$ cat src/verilog/arsc_consts.vh
// constants for the auto-read start compare block: register indices, fields, codes
// assumes a 32-bit AXI4-Lite register bus where byte address = 4 * register index
`ifndef ARSC_CONSTS_VH
`define ARSC_CONSTS_VH

// ==========================================================================
// register indices (byte address is four times the index)
`define ARSC_IDX_ST_CYL_LOW   8'hAE
`define ARSC_IDX_ST_CYL_HIGH  8'hAF
`define ARSC_IDX_ST_DRV_HEAD  8'hB0
`define ARSC_IDX_SEC_LIM_0    8'hB1
`define ARSC_IDX_SEC_LIM_1    8'hB2
`define ARSC_IDX_HEAD_LIMITS  8'hB3
`define ARSC_IDX_DRV0_STATUS  8'hB4
`define ARSC_IDX_CONTROL      8'hE0
`define ARSC_IDX_RESULT       8'hE1

// ==========================================================================
// control register fields
`define ARSC_CTL_LBA_EN       0
`define ARSC_CTL_MS_EN        1
`define ARSC_CTL_DIS_ST_UPD   2
`define ARSC_CTL_DIS_AUTO_UPD 3
`define ARSC_CTL_BUSY         4
`define ARSC_CTL_AR_EN_LO     5
`define ARSC_CTL_AR_EN_HI     7

// ==========================================================================
// drive/head byte fields
`define ARSC_DH_DRIVE         4
`define ARSC_DH_LBA           6
`define ARSC_DH_HEAD_HI       3
`define ARSC_DH_CHS_CMP_HI    4

// drive 0 status fields
`define ARSC_D0_READY         2
`define ARSC_D0_WFAULT        1
`define ARSC_D0_SEEK          0

// ==========================================================================
// read command codes
`define ARSC_CMD_READ_SEC     8'h20
`define ARSC_CMD_READ_SEC_NR  8'h21
`define ARSC_CMD_READ_MULT    8'hC4
`define ARSC_CMD_READ_DMA     8'hC8
`define ARSC_CMD_READ_DMA_NR  8'hC9

// ==========================================================================
// reset values and bus answers
`define ARSC_BYTE_ZERO        8'h00
`define ARSC_SECTOR_FIRST     8'h01
`define ARSC_HEAD_ZERO        4'h0
`define ARSC_RESP_OKAY        2'b00
`define ARSC_RESP_SLVERR      2'b10

`endif

$ cat src/verilog/arsc_start_compare.v
// auto-read start register compare, task-file address tracking and drive 0 status
// assumes task-file inputs and command strobes come from host logic on the same clock;
// the host hardware reset pin is asynchronous and is synchronised here
`timescale 1ns/1ps
`include "arsc_consts.vh"

module arsc_start_compare #(
    parameter AW = 12
) (
    input  wire          I_CORE_CLK,
    input  wire          I_RST_B,
    // axi4-lite register bus
    input  wire [AW-1:0] I_AWADDR,
    input  wire          I_AWVALID,
    output wire          O_AWREADY,
    input  wire [31:0]   I_WDATA,
    input  wire [3:0]    I_WSTRB,
    input  wire          I_WVALID,
    output wire          O_WREADY,
    output reg  [1:0]    O_BRESP,
    output reg           O_BVALID,
    input  wire          I_BREADY,
    input  wire [AW-1:0] I_ARADDR,
    input  wire          I_ARVALID,
    output wire          O_ARREADY,
    output reg  [31:0]   O_RDATA,
    output reg  [1:0]    O_RRESP,
    output reg           O_RVALID,
    input  wire          I_RREADY,
    // host task file and command strobes
    input  wire [7:0]    I_TF_SECTOR,
    input  wire [7:0]    I_TF_CYL_LOW,
    input  wire [7:0]    I_TF_CYL_HIGH,
    input  wire [7:0]    I_TF_DRV_HEAD,
    input  wire          I_CMD_WR,
    input  wire [7:0]    I_CMD_CODE,
    input  wire          I_SECTOR_DONE,
    input  wire          I_HOST_HW_RESET,
    // results
    output reg           O_AUTO_READ_GO,
    output reg           O_AUTO_READ_BLOCK,
    output reg           O_TF_LOAD,
    output reg  [7:0]    O_TF_SECTOR_NXT,
    output reg  [7:0]    O_TF_CYL_LOW_NXT,
    output reg  [7:0]    O_TF_CYL_HIGH_NXT,
    output reg  [7:0]    O_TF_DRV_HEAD_NXT,
    output reg           O_DRIVE_READY,
    output reg           O_WRITE_FAULT,
    output reg           O_SEEK_DONE,
    output reg           O_DRV0_STATUS_ACTIVE
);

// ==========================================================================
// functions

function is_read_cmd;
    input [7:0] code;
    begin
        is_read_cmd = (code == `ARSC_CMD_READ_SEC)    || (code == `ARSC_CMD_READ_SEC_NR) ||
                      (code == `ARSC_CMD_READ_MULT)   || (code == `ARSC_CMD_READ_DMA)    ||
                      (code == `ARSC_CMD_READ_DMA_NR);
    end
endfunction

// byte address to register index; low two bits must be zero for a hit
function [7:0] reg_index;
    input [AW-1:0] addr;
    begin
        reg_index = addr[9:2];
    end
endfunction

function addr_mapped;
    input [AW-1:0] addr;
    reg   [7:0]    idx;
    begin
        idx = addr[9:2];
        addr_mapped = (addr[1:0] == 2'b00) && (addr[AW-1:10] == {(AW-10){1'b0}}) &&
                      ((idx == `ARSC_IDX_ST_CYL_LOW)  || (idx == `ARSC_IDX_ST_CYL_HIGH) ||
                       (idx == `ARSC_IDX_ST_DRV_HEAD) || (idx == `ARSC_IDX_SEC_LIM_0)   ||
                       (idx == `ARSC_IDX_SEC_LIM_1)   || (idx == `ARSC_IDX_HEAD_LIMITS) ||
                       (idx == `ARSC_IDX_DRV0_STATUS) || (idx == `ARSC_IDX_CONTROL)     ||
                       (idx == `ARSC_IDX_RESULT));
    end
endfunction

// ==========================================================================
// registers

reg  [7:0] st_cyl_low_r;
reg  [7:0] st_cyl_high_r;
reg  [7:0] st_drv_head_r;
reg  [7:0] sec_lim_0_r;
reg  [7:0] sec_lim_1_r;
reg  [7:0] head_limits_r;
reg  [2:0] drv0_status_r;
reg  [7:0] control_r;
reg  [1:0] result_r;

// ==========================================================================
// host hardware reset pin: three flops, second and third must agree

reg  [2:0] host_hardware_reset_sync_r;
reg        host_hardware_reset_lvl_r;

always @(posedge I_CORE_CLK or negedge I_RST_B) begin
    if (!I_RST_B) begin
        host_hardware_reset_sync_r <= 3'b000;
        host_hardware_reset_lvl_r  <= 1'b0;
    end else begin
        host_hardware_reset_sync_r <= {host_hardware_reset_sync_r[1:0], I_HOST_HW_RESET};
        if (host_hardware_reset_sync_r[1] == host_hardware_reset_sync_r[2]) begin
            host_hardware_reset_lvl_r <= host_hardware_reset_sync_r[2];
        end
    end
end

// ==========================================================================
// axi4-lite write channel: address and data taken in either order

reg  [AW-1:0] wr_addr_r;
reg  [7:0]    wr_data_r;
reg           wr_lane0_r;
reg           aw_got_r;
reg           w_got_r;
wire          aw_take = I_AWVALID && O_AWREADY;
wire          w_take  = I_WVALID && O_WREADY;
wire          wr_go   = aw_got_r && w_got_r;
wire          wr_ok   = wr_go && addr_mapped(wr_addr_r) && wr_lane0_r;
wire [7:0]    wr_idx  = reg_index(wr_addr_r);

assign O_AWREADY = !aw_got_r && !O_BVALID;
assign O_WREADY  = !w_got_r && !O_BVALID;

always @(posedge I_CORE_CLK or negedge I_RST_B) begin
    if (!I_RST_B) begin
        wr_addr_r  <= {AW{1'b0}};
        wr_data_r  <= `ARSC_BYTE_ZERO;
        wr_lane0_r <= 1'b0;
        aw_got_r   <= 1'b0;
        w_got_r    <= 1'b0;
        O_BVALID   <= 1'b0;
        O_BRESP    <= `ARSC_RESP_OKAY;
    end else begin
        if (aw_take) begin
            wr_addr_r <= I_AWADDR;
            aw_got_r  <= 1'b1;
        end
        if (w_take) begin
            wr_data_r  <= I_WDATA[7:0];
            wr_lane0_r <= I_WSTRB[0];
            w_got_r    <= 1'b1;
        end
        if (wr_go) begin
            aw_got_r <= 1'b0;
            w_got_r  <= 1'b0;
            O_BVALID <= 1'b1;
            O_BRESP  <= addr_mapped(wr_addr_r) ? `ARSC_RESP_OKAY : `ARSC_RESP_SLVERR;
        end else if (O_BVALID && I_BREADY) begin
            O_BVALID <= 1'b0;
        end
    end
end

// ==========================================================================
// axi4-lite read channel

assign O_ARREADY = !O_RVALID;

reg  [7:0] rd_mux;
always @* begin
    case (reg_index(I_ARADDR))
        `ARSC_IDX_ST_CYL_LOW:  rd_mux = st_cyl_low_r;
        `ARSC_IDX_ST_CYL_HIGH: rd_mux = st_cyl_high_r;
        `ARSC_IDX_ST_DRV_HEAD: rd_mux = st_drv_head_r;
        `ARSC_IDX_SEC_LIM_0:   rd_mux = sec_lim_0_r;
        `ARSC_IDX_SEC_LIM_1:   rd_mux = sec_lim_1_r;
        `ARSC_IDX_HEAD_LIMITS: rd_mux = head_limits_r;
        `ARSC_IDX_DRV0_STATUS: rd_mux = {5'b00000, drv0_status_r};
        `ARSC_IDX_CONTROL:     rd_mux = control_r;
        `ARSC_IDX_RESULT:      rd_mux = {6'b000000, result_r};
        default:               rd_mux = `ARSC_BYTE_ZERO;
    endcase
end

always @(posedge I_CORE_CLK or negedge I_RST_B) begin
    if (!I_RST_B) begin
        O_RVALID <= 1'b0;
        O_RDATA  <= 32'h0000_0000;
        O_RRESP  <= `ARSC_RESP_OKAY;
    end else if (I_ARVALID && O_ARREADY) begin
        O_RVALID <= 1'b1;
        O_RDATA  <= addr_mapped(I_ARADDR) ? {24'h00_0000, rd_mux} : 32'h0000_0000;
        O_RRESP  <= addr_mapped(I_ARADDR) ? `ARSC_RESP_OKAY : `ARSC_RESP_SLVERR;
    end else if (O_RVALID && I_RREADY) begin
        O_RVALID <= 1'b0;
    end
end

// ==========================================================================
// mode decode and start compare

wire block_addressing_flag  = control_r[`ARSC_CTL_LBA_EN] && I_TF_DRV_HEAD[`ARSC_DH_LBA];
wire ar_any_en = |control_r[`ARSC_CTL_AR_EN_HI:`ARSC_CTL_AR_EN_LO];
wire read_cmd  = I_CMD_WR && is_read_cmd(I_CMD_CODE);

// in chs only drive and head take part; pass bits travel unchecked
wire dh_match  = block_addressing_flag ? (st_drv_head_r == I_TF_DRV_HEAD) :
                 (st_drv_head_r[`ARSC_DH_CHS_CMP_HI:0] ==
                  I_TF_DRV_HEAD[`ARSC_DH_CHS_CMP_HI:0]);
wire all_match = dh_match && (st_cyl_low_r == I_TF_CYL_LOW) &&
                 (st_cyl_high_r == I_TF_CYL_HIGH);

always @(posedge I_CORE_CLK or negedge I_RST_B) begin
    if (!I_RST_B) begin
        O_AUTO_READ_GO    <= 1'b0;
        O_AUTO_READ_BLOCK <= 1'b0;
        result_r          <= 2'b00;
    end else begin
        O_AUTO_READ_GO    <= read_cmd && ar_any_en && all_match;
        O_AUTO_READ_BLOCK <= read_cmd && ar_any_en && !all_match;
        if (read_cmd && ar_any_en) begin
            result_r <= {1'b1, all_match};
        end
    end
end

// ==========================================================================
// next address after a sector: chs wraps on limits, lba is one 28-bit count

wire       drv1      = I_TF_DRV_HEAD[`ARSC_DH_DRIVE];
wire [7:0] sec_lim   = drv1 ? sec_lim_1_r : sec_lim_0_r;
wire [3:0] head_lim  = drv1 ? head_limits_r[7:4] : head_limits_r[3:0];
wire [3:0] head_now  = I_TF_DRV_HEAD[`ARSC_DH_HEAD_HI:0];
wire [15:0] cyl_now  = {I_TF_CYL_HIGH, I_TF_CYL_LOW};
wire [27:0] lba_now  = {head_now, cyl_now, I_TF_SECTOR};
wire [27:0] lba_inc  = lba_now + 28'h000_0001;

reg  [7:0]  sec_nxt;
reg  [3:0]  head_nxt;
reg  [15:0] cyl_nxt;
always @* begin
    sec_nxt  = I_TF_SECTOR;
    head_nxt = head_now;
    cyl_nxt  = cyl_now;
    if (block_addressing_flag) begin
        sec_nxt  = lba_inc[7:0];
        cyl_nxt  = lba_inc[23:8];
        head_nxt = lba_inc[27:24];
    end else if (I_TF_SECTOR == sec_lim) begin
        sec_nxt = `ARSC_SECTOR_FIRST;
        if (head_now == head_lim) begin
            head_nxt = `ARSC_HEAD_ZERO;
            cyl_nxt  = cyl_now + 16'h0001;
        end else begin
            head_nxt = head_now + 4'h1;
        end
    end else begin
        sec_nxt = I_TF_SECTOR + 8'h01;
    end
end

// ==========================================================================
// task-file update strobe: every sector, the last one included

wire upd_ok = I_SECTOR_DONE && !control_r[`ARSC_CTL_DIS_AUTO_UPD];

always @(posedge I_CORE_CLK or negedge I_RST_B) begin
    if (!I_RST_B) begin
        O_TF_LOAD         <= 1'b0;
        O_TF_SECTOR_NXT   <= `ARSC_BYTE_ZERO;
        O_TF_CYL_LOW_NXT  <= `ARSC_BYTE_ZERO;
        O_TF_CYL_HIGH_NXT <= `ARSC_BYTE_ZERO;
        O_TF_DRV_HEAD_NXT <= `ARSC_BYTE_ZERO;
    end else begin
        O_TF_LOAD <= upd_ok;
        if (upd_ok) begin
            O_TF_SECTOR_NXT   <= sec_nxt;
            O_TF_CYL_LOW_NXT  <= cyl_nxt[7:0];
            O_TF_CYL_HIGH_NXT <= cyl_nxt[15:8];
            O_TF_DRV_HEAD_NXT <= {I_TF_DRV_HEAD[7:4], head_nxt};
        end
    end
end

// ==========================================================================
// start registers and software-written registers
// a software write in the same cycle as a hardware load wins: it came later in intent

wire st_hw_ok = !control_r[`ARSC_CTL_DIS_ST_UPD];
wire st_load  = read_cmd && st_hw_ok;
wire st_track = upd_ok && st_hw_ok;
wire busy     = control_r[`ARSC_CTL_BUSY];

always @(posedge I_CORE_CLK or negedge I_RST_B) begin
    if (!I_RST_B) begin
        st_cyl_low_r  <= `ARSC_BYTE_ZERO;
        st_cyl_high_r <= `ARSC_BYTE_ZERO;
        st_drv_head_r <= `ARSC_BYTE_ZERO;
        sec_lim_0_r   <= `ARSC_BYTE_ZERO;
        sec_lim_1_r   <= `ARSC_BYTE_ZERO;
        head_limits_r <= `ARSC_BYTE_ZERO;
        control_r     <= `ARSC_BYTE_ZERO;
    end else begin
        if (st_load) begin
            st_cyl_low_r  <= I_TF_CYL_LOW;
            st_cyl_high_r <= I_TF_CYL_HIGH;
            st_drv_head_r <= I_TF_DRV_HEAD;
        end else if (st_track) begin
            st_cyl_low_r  <= cyl_nxt[7:0];
            st_cyl_high_r <= cyl_nxt[15:8];
            if (block_addressing_flag) begin
                st_drv_head_r[`ARSC_DH_HEAD_HI:0] <= head_nxt;
            end else begin
                st_drv_head_r <= {I_TF_DRV_HEAD[7:4], head_nxt};
            end
        end
        if (wr_ok) begin
            case (wr_idx)
                // writes to the cylinder pair outside busy are dropped, not faulted
                `ARSC_IDX_ST_CYL_LOW:  if (busy) st_cyl_low_r <= wr_data_r;
                `ARSC_IDX_ST_CYL_HIGH: if (busy) st_cyl_high_r <= wr_data_r;
                `ARSC_IDX_ST_DRV_HEAD: st_drv_head_r <= wr_data_r;
                `ARSC_IDX_SEC_LIM_0:   sec_lim_0_r   <= wr_data_r;
                `ARSC_IDX_SEC_LIM_1:   sec_lim_1_r   <= wr_data_r;
                `ARSC_IDX_HEAD_LIMITS: head_limits_r <= wr_data_r;
                `ARSC_IDX_CONTROL:     control_r     <= wr_data_r;
                default:               control_r     <= control_r;
            endcase
        end
    end
end

// ==========================================================================
// drive 0 status: cleared by the host reset pin as well as power-on

always @(posedge I_CORE_CLK or negedge I_RST_B) begin
    if (!I_RST_B) begin
        drv0_status_r <= 3'b000;
    end else if (host_hardware_reset_lvl_r) begin
        drv0_status_r <= 3'b000;
    end else if (wr_ok && (wr_idx == `ARSC_IDX_DRV0_STATUS)) begin
        drv0_status_r <= wr_data_r[2:0];
    end
end

// with two physical drives one register answers for both
wire d0_active = !drv1 || control_r[`ARSC_CTL_MS_EN];

always @(posedge I_CORE_CLK or negedge I_RST_B) begin
    if (!I_RST_B) begin
        O_DRIVE_READY        <= 1'b0;
        O_WRITE_FAULT        <= 1'b0;
        O_SEEK_DONE          <= 1'b0;
        O_DRV0_STATUS_ACTIVE <= 1'b0;
    end else begin
        O_DRV0_STATUS_ACTIVE <= d0_active;
        O_DRIVE_READY        <= d0_active && drv0_status_r[`ARSC_D0_READY];
        O_WRITE_FAULT        <= d0_active && drv0_status_r[`ARSC_D0_WFAULT];
        O_SEEK_DONE          <= d0_active && drv0_status_r[`ARSC_D0_SEEK];
    end
end

endmodule // arsc_start_compare
$ cat config.mk
export PLATFORM = sky130hd
export DESIGN_NAME = arsc_start_compare
export DESIGN_NICKNAME = d
export VERILOG_FILES = /design/src/verilog/arsc_start_compare.v
export VERILOG_INCLUDE_DIRS = /design/src /design/src/verilog
export SDC_FILE = /design/constraint.sdc
export NUM_CORES = 1
export LEC_CHECK = 0
export ABC_AREA = 1
export BUFFER_PORTS_ARGS = -buffer_cell sky130_fd_sc_hd__clkbuf_2
export CAP_MARGIN = 0
export CORE_MARGIN = 2
export CORE_UTILIZATION = 40
export CTS_BUF_LIST = sky130_fd_sc_hd__clkbuf_8
export DETAILED_ROUTE_END_ITERATION = 16
export SLEW_MARGIN = 20
export SYNTH_ARGS = -nofsm -noshare
export SYNTH_HDL_FRONTEND = slang
export SYNTH_SLANG_ARGS = --single-unit
$ cat constraint.sdc
create_clock -name I_CORE_CLK -period 1.9 [get_ports I_CORE_CLK]
set_input_delay 0.095 -clock I_CORE_CLK [delete_from_list [all_inputs] [get_ports I_CORE_CLK]]
set_output_delay 0.095 -clock I_CORE_CLK [all_outputs]
set_load 0.02 [all_outputs]
==> qor.yml <==
drv_cap: 0
first_iter_violations: 870
cts_tree: "done"
max_stage_delay_ns: 0.41
clockRootBuffer: "clkbuf_8"
holdPathEnd: "O_TF_CYL_HIGH_NXT[1]$_DFFE_PN0P_"
yosys_warnings: 0
final_cell_mix: "nand2_1 (309), dfrtp_1 (139), clkbuf_2 (134)"
synth_area_per_cell_um2: 7.24
via_count: 9068
path_cells: "inv_2 > nand2_4 > nor3_4 > nand3_2 > nand3_2 > buf_6 > nand3_4 > nor3_4 > nand3_4 > buf_8 > nand2_1 > o21ai_1"
cellLeakagePower_nw: 5.68
layout_commonest_cell: "nand2_1"
rsz0062_at_grt: "yes"
worst_slack_ns: -0.104
setup_violations: 33
use_met1: 0.382
r2r_cells: 12
critPathRequiredTime_ns: 2.25
gp_congestion: 0.994
wl_per_cell_um: 17.5
slew_headroom: 0.600
grt.met2_usage: 0.419
timing.rr.start: "wr_addr_r[6]$_DFFE_PN0P_"
hold_viol: 0
ys_types: 48
grt_pass1_vias: 8248
grt_usage: 0.271
ff2ff_setup_slack_ns: -0.10
largest_reg_flops: 12
netlist_area_mm2: 0.00859
synth_async_sr_flop_share: 1.00
h-tree-depth: 4
max_freq_mhz: 499
die_y_um: 151
r2r_end: "sec_lim_1_r[5]$_DFFE_PN0P_"
clock_sinks: 139
antenna_found_initial: 0
netlist.area_leader.share: 0.405
grt_overflow: 0
grt_busiest_layer: "met2"
grt_pass1_wl_mm: 45.9
ant_nets: 0
die_w_um: 151
grt_max_degree: 58
io_buffers: 136
path_clk_slew_ns: 0.09
status: "finished, violations left"
ys_seq_elements: 139
fp.dieArea_mm2: 0.0227
holdWs_ns: 0.0341
ys.flop_type: "dfrtp_1"
cp_slowest_cell: "dfrtp_1"
end_kind: "flop"
hpwl_mm: 23.0
num_io_pins: 190
synth_top_cells_by_area: "dfrtp_1 (40%), nand2_1 (15%), inv_1 (5.3%)"
powerDensity_mw_per_mm2: 754
min_from: "I_TF_CYL_HIGH[1]"
yosysSeqAreaShare: 0.405
hold_path_depth: 4
fin_nets: 1575
core_area_mm2: 0.0210
start_kind: "flop"
use_met3: 0.0558
finalCritPeriodShare: 1.05
power_mw: 8.57
critPathArrivalTime_ns: 2.35
finClkSkew_ns: 0.0142
area_delta_synth_final_pct: 32.3
cp_max_fo: 8
route.detailed.drc: 0
start_util: 0.409
max-vdd-ir-drop_uv: 777
hold_path_class: "in2reg"
cts_buffers: 17
synth_cells: 1186
clock_latency_ns: 0.48
period_minus_slack_ns: 2.00
clockBufferDepth: 2
drive_gt1_frac: 0.277
first_pass_iters: 5
via_per_inst: 5.18
tightest_slew_ns: 0.600
wl_mm: 30.6
violations: "negative setup slack"
drv_slew: 0
critical_path_class: "reg2reg"
row_count: 53
yosysTopAreaCell: "dfrtp_1"
synth_edf_count: 0
largest_register: "wr_addr_r"
[where the power goes]
part	switching (mW)	leakage (nW)	internal, mW
logic	1.73	3.78	0.907
clock network	1.36	0.175	0.922
registers	0.323	1.72	3.33
total	3.42	5.68	5.16
[synth_stat cells, types with 6 or more instances]
cell type and n:
a21oi_1 59, inv_1 122, o21ai_0 59, nor2_2 6, a31oi_1 16, nand4_1 22
nor3_1 17, nor4_1 7, nand3_1 74, o21ai_2 8, xnor2_1 9, clkbuf_1 15
nand2_1 337, buf_6 6, xor2_1 19, o21ai_1 21, mux2_2 6, dfrtp_1 139
o22ai_1 20, buf_4 28, nor2_1 116, inv_2 8, nand2_2 11, buf_2 9
[worst max path at each step]
stage / startpoint / end / cells after the start
4_1_cts: wr_addr_r[6]$_DFFE_PN0P_ / sec_lim_1_r[0]$_DFFE_PN0P_ / 12
2_1_floorplan: wr_addr_r[2]$_DFFE_PN0P_ / head_limits_r[6]$_DFFE_PN0P_ / 11
6_report: wr_addr_r[6]$_DFFE_PN0P_ / sec_lim_1_r[5]$_DFFE_PN0P_ / 12
3_3_place_gp: wr_addr_r[6]$_DFFE_PN0P_ / sec_lim_0_r[1]$_DFFE_PN0P_ / 12
5_1_grt: wr_addr_r[6]$_DFFE_PN0P_ / control_r[6]$_DFFE_PN0P_ / 12
3_5_place_dp: wr_addr_r[6]$_DFFE_PN0P_ / sec_lim_0_r[3]$_DFFE_PN0P_ / 12
[area by class of cell]
cell class                 instances  area [µm²]
tap                              275         344
sequential                       139        3480
clock buffer                      17         234
inverter                         131         502
timing repair buffer             288        2050
clock inverter                    15         118
multi-input combinational        885        4630
antenna                            1        2.50
fill                            2105        9660
[critical path: cells and delay by family (launching register included)]
| kind | cells | cell delay [ns] |
|---|---|---|
| AO/OA/AOI/OAI | 1 | 0.06 |
| AND/OR/NAND/NOR | 8 | 1.01 |
| flip-flops | 1 | 0.41 |
| buffers and inverters | 3 | 0.38 |
[logic make-up after synthesis]
logic type | count (synthesis) | share of synthesized area
AO/OA/AOI/OAI | 201 | 0.134
XOR/XNOR | 28 | 0.0285
adder cells (fa/ha/maj) | 4 | 0.00554
buffers and inverters | 189 | 0.101
flip-flops | 139 | 0.405
multiplexers | 7 | 0.00903
other | 1 | 0.000437
AND/OR/NAND/NOR | 617 | 0.316
[what timing repair did]
item                                    4_1_cts  5_1_grt
cloned                                        1        2
pin swaps                                     5       13
endpoints found under the setup margin       56       75
hold buffers                                 30        0
gates resized for setup                      11       89
buffers inserted                              7       13
hold endpoints to repair                     83        0
[per-stage QoR]
step	util	area (µm²)	worst slack (ns)	TNS, ns	cells
2_1_floorplan	-	8680	0.0839	0	1211
3_3_place_gp	0.486	10200	-0.0476	-0.684	1666
3_5_place_dp	0.486	10200	-0.102	-2.69	1666
4_1_cts	0.522	11000	-0.00193	-0.00336	1736
5_1_grt	0.541	11400	-0.217	-9.61	1750
6_report	0.541	11400	-0.104	-1.57	1751
[metal layers]
metal  wire [µm]  part of all wire  vias to the layer above
met2       13800              0.45                      374
met3        2350             0.077                       47
met1       13700              0.45                     4252
li1            -                 -                     4395
met4         778             0.025                        0
met5           0                 0                        -
Note: power is estimated with default switching activity, not from simulation.
